$ cat config.mk
export PLATFORM = sky130hd
export DESIGN_NAME = edge_count_voltage_select
export DESIGN_NICKNAME = d
export VERILOG_FILES = /design/src/design/edge_count_pkg.sv /design/src/design/edge_count_voltage_select.sv
export SDC_FILE = /design/constraint.sdc
export NUM_CORES = 1
export LEC_CHECK = 0
export ABC_CLOCK_PERIOD_IN_PS = 3600
export CAP_MARGIN = 20
export CORE_MARGIN = 3
export CORE_UTILIZATION = 33
export CTS_CLUSTER_SIZE = 30
export DETAILED_ROUTE_END_ITERATION = 6
export DONT_BUFFER_PORTS = 1
export HOLD_SLACK_MARGIN = 0.1
export PLACE_DENSITY_LB_ADDON = 0.12
export SETUP_SLACK_MARGIN = 0.15
export SLEW_MARGIN = 20
export SYNTH_ARGS = -nofsm -noshare
export SYNTH_HDL_FRONTEND = slang
export SYNTH_SLANG_ARGS = --single-unit
$ cat constraint.sdc
create_clock -name core_clk -period 3.6 [get_ports core_clk]
set_clock_uncertainty 0.2 [all_clocks]
set_input_delay 0.72 -clock core_clk [delete_from_list [all_inputs] [get_ports core_clk]]
set_output_delay 0.72 -clock core_clk [all_outputs]
set_load 0.05 [all_outputs]
$ cat src/design/edge_count_pkg.sv
// shared constants and carrier types for the edge-count voltage select block
`default_nettype none
package edge_count_pkg;
    // clock rate in kHz (250 MHz)
    localparam int CLK_KHZ = 250000;
    // code width for the 16 reference steps
    localparam int CODE_W = 4;
    localparam logic [3:0] CODE_DEFAULT = 4'h0;
    // reference levels in millivolts
    localparam int HIGH_REF_MV = 1200;
    localparam int LOW_REF_BASE_MV = 600;
    localparam int LOW_REF_STEP_MV = 40;
    localparam int REF_MV_W = 11;
    // default hold times in microseconds
    localparam int LATCH_HOLD_US = 500;
    localparam int SHUTDOWN_LOW_US = 500;
    // cycle counts derived from the times above (least times: round up)
    localparam int LATCH_HOLD_CYC = (LATCH_HOLD_US * CLK_KHZ + 999) / 1000;
    localparam int SHUTDOWN_LOW_CYC =
        (SHUTDOWN_LOW_US * CLK_KHZ + 999) / 1000;
    localparam int CNT_W = 24;

    typedef enum logic [2:0] {
        ST_OFF = 3'h1,
        ST_IDLE = 3'h2,
        ST_COUNT = 3'h4
    } link_state_e;

    // reference selection presented to the analog side
    typedef struct packed {
        logic highRefEn;
        logic lowRefEn;
        logic [REF_MV_W-1:0] refMv;
    } ref_sel_s;

    // whole state of the block
    typedef struct packed {
        link_state_e st;
        logic [1:0] linkSync;
        logic [1:0] selSync;
        logic linkPrev;
        logic [CODE_W-1:0] edgeCnt;
        logic cntOver;
        logic [CODE_W-1:0] code;
        logic [CNT_W-1:0] timer;
        ref_sel_s ref_;
    } state_s;
endpackage
`default_nettype wire

$ cat src/design/edge_count_voltage_select.sv
// edge-count single-wire reference selector
`default_nettype none
module edge_count_voltage_select #(
    parameter int LATCH_HOLD_CYC = edge_count_pkg::LATCH_HOLD_CYC,
    parameter int SHUTDOWN_LOW_CYC = edge_count_pkg::SHUTDOWN_LOW_CYC
) (
    // clock and reset
    input wire logic core_clk,
    input wire logic rst,
    // pins
    input wire logic edgeCountLink,
    input wire logic refSelect,
    // reference selection and status
    output edge_count_pkg::ref_sel_s refSel,
    output logic deviceEnabled,
    output logic [3:0] latchedCode
);
    // ------------------------------------------------------------
    // state
    // ------------------------------------------------------------
    edge_count_pkg::state_s s_q, s_d;
    logic linkIn, selIn, riseSeen;
    // hold limits taken from the parameters
    localparam logic [23:0] LATCH_LIM = 24'(LATCH_HOLD_CYC - 1);
    localparam logic [23:0] OFF_LIM = 24'(SHUTDOWN_LOW_CYC - 1);

    function automatic logic [10:0] low_ref_mv(input logic [3:0] c);
        low_ref_mv = 11'(edge_count_pkg::LOW_REF_BASE_MV
            + edge_count_pkg::LOW_REF_STEP_MV * int'(c));
    endfunction

    assign linkIn = s_q.linkSync[1];
    assign selIn = s_q.selSync[1];
    // one 4 ns sample per edge is far finer than 1 MHz signalling
    // edge detect
    assign riseSeen = linkIn && !s_q.linkPrev;

    // ------------------------------------------------------------
    // next state
    // ------------------------------------------------------------
    always_comb begin
        s_d = s_q;
        s_d.linkSync = {s_q.linkSync[0], edgeCountLink};
        s_d.selSync = {s_q.selSync[0], refSelect};
        s_d.linkPrev = linkIn;
        if (linkIn != s_q.linkPrev) begin
            s_d.timer = '0;
        end else if (s_q.timer != 24'hffffff) begin
            s_d.timer = s_q.timer + 24'h1;
        end
        case (s_q.st)
            edge_count_pkg::ST_OFF: begin
                if (riseSeen) begin
                    // first edge after enable arms count 1
                    s_d.st = edge_count_pkg::ST_COUNT;
                    s_d.edgeCnt = 4'h0;
                    s_d.cntOver = 1'b0;
                end
            end
            edge_count_pkg::ST_IDLE: begin
                if (riseSeen) begin
                    s_d.st = edge_count_pkg::ST_COUNT;
                    s_d.edgeCnt = 4'h0;
                    s_d.cntOver = 1'b0;
                end
            end
            edge_count_pkg::ST_COUNT: begin
                if (riseSeen) begin
                    if (s_q.edgeCnt == 4'hf) begin
                        s_d.cntOver = 1'b1;
                    end else begin
                        s_d.edgeCnt = s_q.edgeCnt + 4'h1;
                    end
                end
                // latch after steady high
                // timer holds the low time on the rise cycle: need prev high
                if (linkIn && s_q.linkPrev && s_q.timer == LATCH_LIM) begin
                    s_d.code = s_q.edgeCnt;
                    s_d.st = edge_count_pkg::ST_IDLE;
                end
            end
            default: s_d.st = edge_count_pkg::ST_OFF;
        endcase
        // long low disables
        // a fall after a long high must not read as a long low
        if (!linkIn && !s_q.linkPrev && s_q.timer == OFF_LIM) begin
            s_d.st = edge_count_pkg::ST_OFF;
            s_d.code = edge_count_pkg::CODE_DEFAULT;
        end
        s_d.ref_.highRefEn = selIn;
        s_d.ref_.lowRefEn = !selIn;
        s_d.ref_.refMv = selIn ? 11'(edge_count_pkg::HIGH_REF_MV)
                               : low_ref_mv(s_d.code);
    end

    // ------------------------------------------------------------
    // registers
    // ------------------------------------------------------------
    always_ff @(posedge core_clk) begin
        if (rst) begin
            // power-up default
            // the link sync and linkPrev start at the idle-high wire level (select sync starts low): no false rise
            s_q <= '{st: edge_count_pkg::ST_OFF, linkSync: 2'h3,
                     selSync: 2'h0, linkPrev: 1'b1, edgeCnt: 4'h0,
                     cntOver: 1'b0, code: edge_count_pkg::CODE_DEFAULT,
                     timer: 24'h0,
                     ref_: '{highRefEn: 1'b0, lowRefEn: 1'b1,
                             refMv: 11'(edge_count_pkg::LOW_REF_BASE_MV)}};
        end else begin
            s_q <= s_d;
        end
    end

    assign refSel = s_q.ref_;
    assign deviceEnabled = (s_q.st != edge_count_pkg::ST_OFF);
    assign latchedCode = s_q.code;

    // ------------------------------------------------------------
    // checks
    // ------------------------------------------------------------
    // all checks watch registered state, one cycle after the cause
    a_high_path: assert property (
        @(posedge core_clk) disable iff (rst)
        s_q.selSync[1] |=> refSel.highRefEn && !refSel.lowRefEn
            && refSel.refMv == 11'd1200)
        else $error("high reference not selected");
    a_low_path: assert property (
        @(posedge core_clk) disable iff (rst)
        !s_q.selSync[1] |=> !refSel.highRefEn && refSel.lowRefEn
            && refSel.refMv == 11'd600 + 11'd40 * 11'(s_q.code))
        else $error("low reference value wrong");
    a_first_edge: assert property (
        @(posedge core_clk) disable iff (rst)
        s_q.st != edge_count_pkg::ST_COUNT && riseSeen
        |=> s_q.st == edge_count_pkg::ST_COUNT && s_q.edgeCnt == 4'h0)
        else $error("first edge not counted as one");
    a_edge_count: assert property (
        @(posedge core_clk) disable iff (rst)
        s_q.st == edge_count_pkg::ST_COUNT && riseSeen
            && s_q.edgeCnt != 4'hf
        |=> s_q.edgeCnt == $past(s_q.edgeCnt) + 4'h1)
        else $error("edge not counted");
    a_count_saturate: assert property (
        @(posedge core_clk) disable iff (rst)
        s_q.st == edge_count_pkg::ST_COUNT && riseSeen
            && s_q.edgeCnt == 4'hf
        |=> s_q.edgeCnt == 4'hf && s_q.cntOver)
        else $error("count did not saturate");
    a_latch_value: assert property (
        @(posedge core_clk) disable iff (rst)
        s_q.st == edge_count_pkg::ST_COUNT && linkIn && s_q.linkPrev
            && s_q.timer == LATCH_LIM
        |=> latchedCode == $past(s_q.edgeCnt)
            && s_q.st == edge_count_pkg::ST_IDLE)
        else $error("count not latched after hold");
    a_latch_hold: assert property (
        @(posedge core_clk) disable iff (rst)
        s_q.code != $past(s_q.code) && s_q.st != edge_count_pkg::ST_OFF
        |-> $past(linkIn) && $past(s_q.linkPrev)
            && $past(s_q.timer) == LATCH_LIM)
        else $error("code changed without latch hold");
    a_shutdown: assert property (
        @(posedge core_clk) disable iff (rst)
        !linkIn && !s_q.linkPrev && s_q.timer == OFF_LIM
        |=> s_q.st == edge_count_pkg::ST_OFF && s_q.code == 4'h0)
        else $error("no shutdown after long low");
    a_no_early_off: assert property (
        @(posedge core_clk) disable iff (rst)
        $fell(deviceEnabled) |-> $past(s_q.timer) == OFF_LIM)
        else $error("disabled too early");
    a_enable_on_edge: assert property (
        @(posedge core_clk) disable iff (rst)
        $rose(deviceEnabled) |-> $past(riseSeen))
        else $error("enabled without a rising edge");
    a_default_ref: assert property (
        @(posedge core_clk) disable iff (rst)
        $fell(deviceEnabled) && refSel.lowRefEn
        |-> refSel.refMv == 11'd600)
        else $error("low reference not back to default");
    a_reset_values: assert property (
        @(posedge core_clk)
        rst |=> !deviceEnabled && latchedCode == 4'h0 && refSel.lowRefEn
            && refSel.refMv == 11'd600)
        else $error("reset defaults wrong");
    a_sel_toggle: assert property (
        @(posedge core_clk) disable iff (rst)
        $rose(s_q.selSync[1]) |=> $rose(refSel.highRefEn))
        else $error("select toggle not followed");
    a_timer_param: assert property (
        @(posedge core_clk) disable iff (rst)
        $rose(linkIn) |=> s_q.timer == 24'h0)
        else $error("timer not restarted on edge");

    // main scenarios: program, shutdown, top code, saturation, select
    c_program: cover property (@(posedge core_clk) disable iff (rst)
        s_q.st == edge_count_pkg::ST_COUNT
            ##1 s_q.st == edge_count_pkg::ST_IDLE);
    c_shutdown: cover property (@(posedge core_clk) disable iff (rst)
        $fell(deviceEnabled));
    c_top_code: cover property (@(posedge core_clk) disable iff (rst)
        s_q.code == 4'hf);
    c_saturate: cover property (@(posedge core_clk) disable iff (rst)
        $rose(s_q.cntOver));
    c_high_sel: cover property (@(posedge core_clk) disable iff (rst)
        $rose(refSel.highRefEn));
endmodule // edge_count_voltage_select
`default_nettype wire

==> impl_metrics.py <==
metrics = {
    "status": {
        "status": "finished clean",
    },
    "synth": {
        "syn_avg_cell_area_um2": 8.59,
        "async_flop_share": 0,
        "syn_inst": 309,
        "ys_ff_latch": 50,
        "ys.flop_type": "dfxtp_1",
        "synth_edf_count": 0,
        "yosysTopAreaCellShare": 0.377,
        "yosys_warnings": 0,
        "netlist-cell-type-count": 59,
        "mappedNetlistArea_um2": 2660,
        "yosysTopAreaCell": "dfxtp_1",
        "synth_area_leaders": "dfxtp_1 (38%), nor2_1 (6.4%), xnor2_1 (4.9%)",
        "yosysSeqAreaShare": 0.377,
    },
    "finish": {
        "nets": 358,
        "layout.cells.non_filler": 447,
        "antenna_cells": 0,
        "drive_above_1_share": 0.301,
        "fillers": 787,
        "synthToLayoutAreaGrowth_pct": 22.9,
        "final_cell_mix": "buf_4 (51), dfxtp_1 (48), nor2_1 (44), nand2_1 (15), xnor2_1 (14)",
        "final_common_cell": "buf_4",
    },
    "detailed_routing": {
        "num_vias": 2172,
        "antenna_left": 0,
        "wl_mm": 6.07,
        "wl_per_cell_um": 13.6,
        "first_pass_iters": 4,
        "first_iter_violations": 37,
        "drc_errors": 0,
        "vias_per_cell": 4.86,
    },
    "clocking": {
        "cts_tree": "done",
        "cts_root_buf": "clkbuf_8",
        "clk_pin_slew_worst_paths_ns": 0.10,
        "cts_max_path_buffers": 2,
        "htreeDepth": 2,
        "cts_buffers": 5,
        "cts_sinks": 50,
        "clk_latency_ns": 0.31,
    },
    "setup_path": {
        "rr_worst_depth": 17,
        "cp_data_arrival_time_ns": 3.55,
        "cp-start-kind": "register",
        "critPathCaptureType": "register",
        "critPathMaxFanout": 3,
        "required_ns": 3.62,
        "max_stage_delay_ns": 0.57,
        "crit_chain": "ha_4, and4bb_2, nand4_1, buf_4, or2_4, nand2_2, a21boi_4, xnor2_2, ha_4, inv_2, fa_2, nand2b_4, nor2_2, nand4_1, o221ai_2, o21a_1, o31a_1",
        "crit_type": "register to register",
        "cp_slowest_cell": "fa_2",
    },
    "place": {
        "placedCellCount": 424,
        "hpwlAfterDp_mm": 4.45,
        "finalWeightedCongestion": 0.764,
        "port-buffer-count": 0,
        "pre_cts_ws_ns": -0.00878,
    },
    "sta": {
        "setup_slack_ns": 0.0616,
        "drv_slew": 0,
        "setup_tns_ns": 0,
        "tightestPinTransition_ns": 0.588,
        "max_slew_margin": 0.603,
        "fin_crit_ns": 3.54,
        "max_freq_mhz": 283,
        "fin_crit_sh": 0.983,
        "setup_viol": 0,
        "finalHoldViolCount": 0,
        "rsz0062_at_grt": "yes",
    },
    "pwr": {
        "leakagePower_nw": 1.30,
        "peakVddDrop_v": 0.000153,
        "power.density_nw_per_um2": 294,
    },
    "grt": {
        "grt-ovfl-total": 0,
        "antenna_found_initial": 0,
        "grt_max_degree": 25,
        "grt_pass1_vias": 2179,
        "grt_use_total": 0.148,
        "grt_pass1_wl_mm": 10.5,
    },
    "die": {
        "ios": 22,
        "die-area_um2": 9160,
        "fp-row-count": 32,
        "die_h_um": 95.7,
        "coreArea_um2": 7770,
        "initial_core_util": 0.342,
        "chipWidth_um": 95.7,
    },
    "job": {
        "drv_cap": 0,
    },
    "min_path": {
        "hold_depth": 1,
        "worst_hold_path_type": "register to register",
    },
}
-- sequential cells by signal, indices dropped and copies added, names as in the netlist --
signal	flops
linkIn	1
latchedCode	4
s_d	3
s_q	32
refSel	10
-- per-layer routing --
metal | track usage | vias to the layer above | part of all wire
li1 | - | 1121 | -
met1 | 0.181 | 1016 | 0.44
met2 | 0.263 | 27 | 0.51
met3 | 0.0266 | 8 | 0.036
met4 | 0.0427 | 0 | 0.013
met5 | 0 | - | 0
-- report_power, final --
| part | switching, mW | internal (mW) | total [mW] |
|---|---|---|---|
| clock | 0.201 | 0.137 | 0.338 |
| combinational | 0.0277 | 0.0166 | 0.0443 |
| sequential | 0.0143 | 0.561 | 0.576 |
| total | 0.243 | 0.715 | 0.958 |
-- path summary, 6_finish.rpt --
path / from / slack (ns) / to
max: s_q[14]$_SDFFE_PP0P_ / 0.06 / refSel[10]$_SDFF_PP0_
min: s_d[50]$_SDFF_PP1_ / 0.24 / linkIn$_SDFF_PP1_
max reg2reg: s_q[14]$_SDFFE_PP0P_ / 0.06 / refSel[10]$_SDFF_PP0_
min reg2reg: s_d[50]$_SDFF_PP1_ / 0.24 / linkIn$_SDFF_PP1_
-- critical path: cells and delay by family, from the launching register on --
family                     cells  cell delay (ns)
xor gates and xnor gates       1             0.15
adders and majority gates      3             0.87
DFF                            1             0.36
and+or+nand+nor                7             0.96
buffers and inverters          2             0.22
AOI/OAI and AO/OA              4             0.69
-- cells in the mapped netlist, types with 3 or more instances --
library cell / n
dfxtp_1: 50
nor2_1: 45
buf_4: 17
nand2_1: 17
xnor2_1: 15
inv_1: 14
a21oi_1: 12
nand4_1: 12
nor3_1: 12
xor2_1: 12
ha_1: 9
nand3_1: 9
clkbuf_1: 6
and3_1: 5
nor2b_1: 5
o21ai_0: 5
buf_2: 4
or2_2: 4
and2_1: 3
and4_1: 3
nand2b_1: 3
or4_1: 3
-- final cells by class --
type                            instances  area [um2]  area share
Clock buffer                            5        68.8      0.0211
Multi-Input combinational cell        220        1580       0.485
Tap cell                              102         128      0.0391
Sequential cell                        50        1000       0.308
Timing Repair Buffer                   53         405       0.124
Inverter                               14        52.6      0.0161
Clock inverter                          3        21.3     0.00652
-- through the flow --
| stage | cell area (um2) | total power, mW | utilization | hold slack [ns] |
|---|---|---|---|---|
| after floorplan | 2730 | 0.629 | - | 0.189 |
| after global placement | 2980 | 0.628 | 0.383 | 0.217 |
| after detailed placement | 2980 | 0.629 | 0.383 | 0.215 |
| after CTS | 3190 | 0.983 | 0.411 | 0.245 |
| after global routing | 3260 | 1.01 | 0.420 | 0.242 |
| final | 3260 | 0.958 | 0.420 | 0.238 |
-- cell families after synthesis --
family / count (synthesis) / synth area share
other cells: 1 / 0.00141
simple gates: 143 / 0.306
fa+ha+maj: 10 / 0.0500
compound gates: 35 / 0.0848
buf+inv: 41 / 0.0839
xor+xnor: 27 / 0.0891
mux: 2 / 0.00754
flops: 50 / 0.377
-- what timing repair did --
item                                    CTS  global route
setup buffers                            11             4
endpoints found under the setup margin    3             3
hold buffers                              0             0
resized for setup                        10             8
pin swaps                                 7             9
No activity file was read; power rests on OpenSTA's default activity.
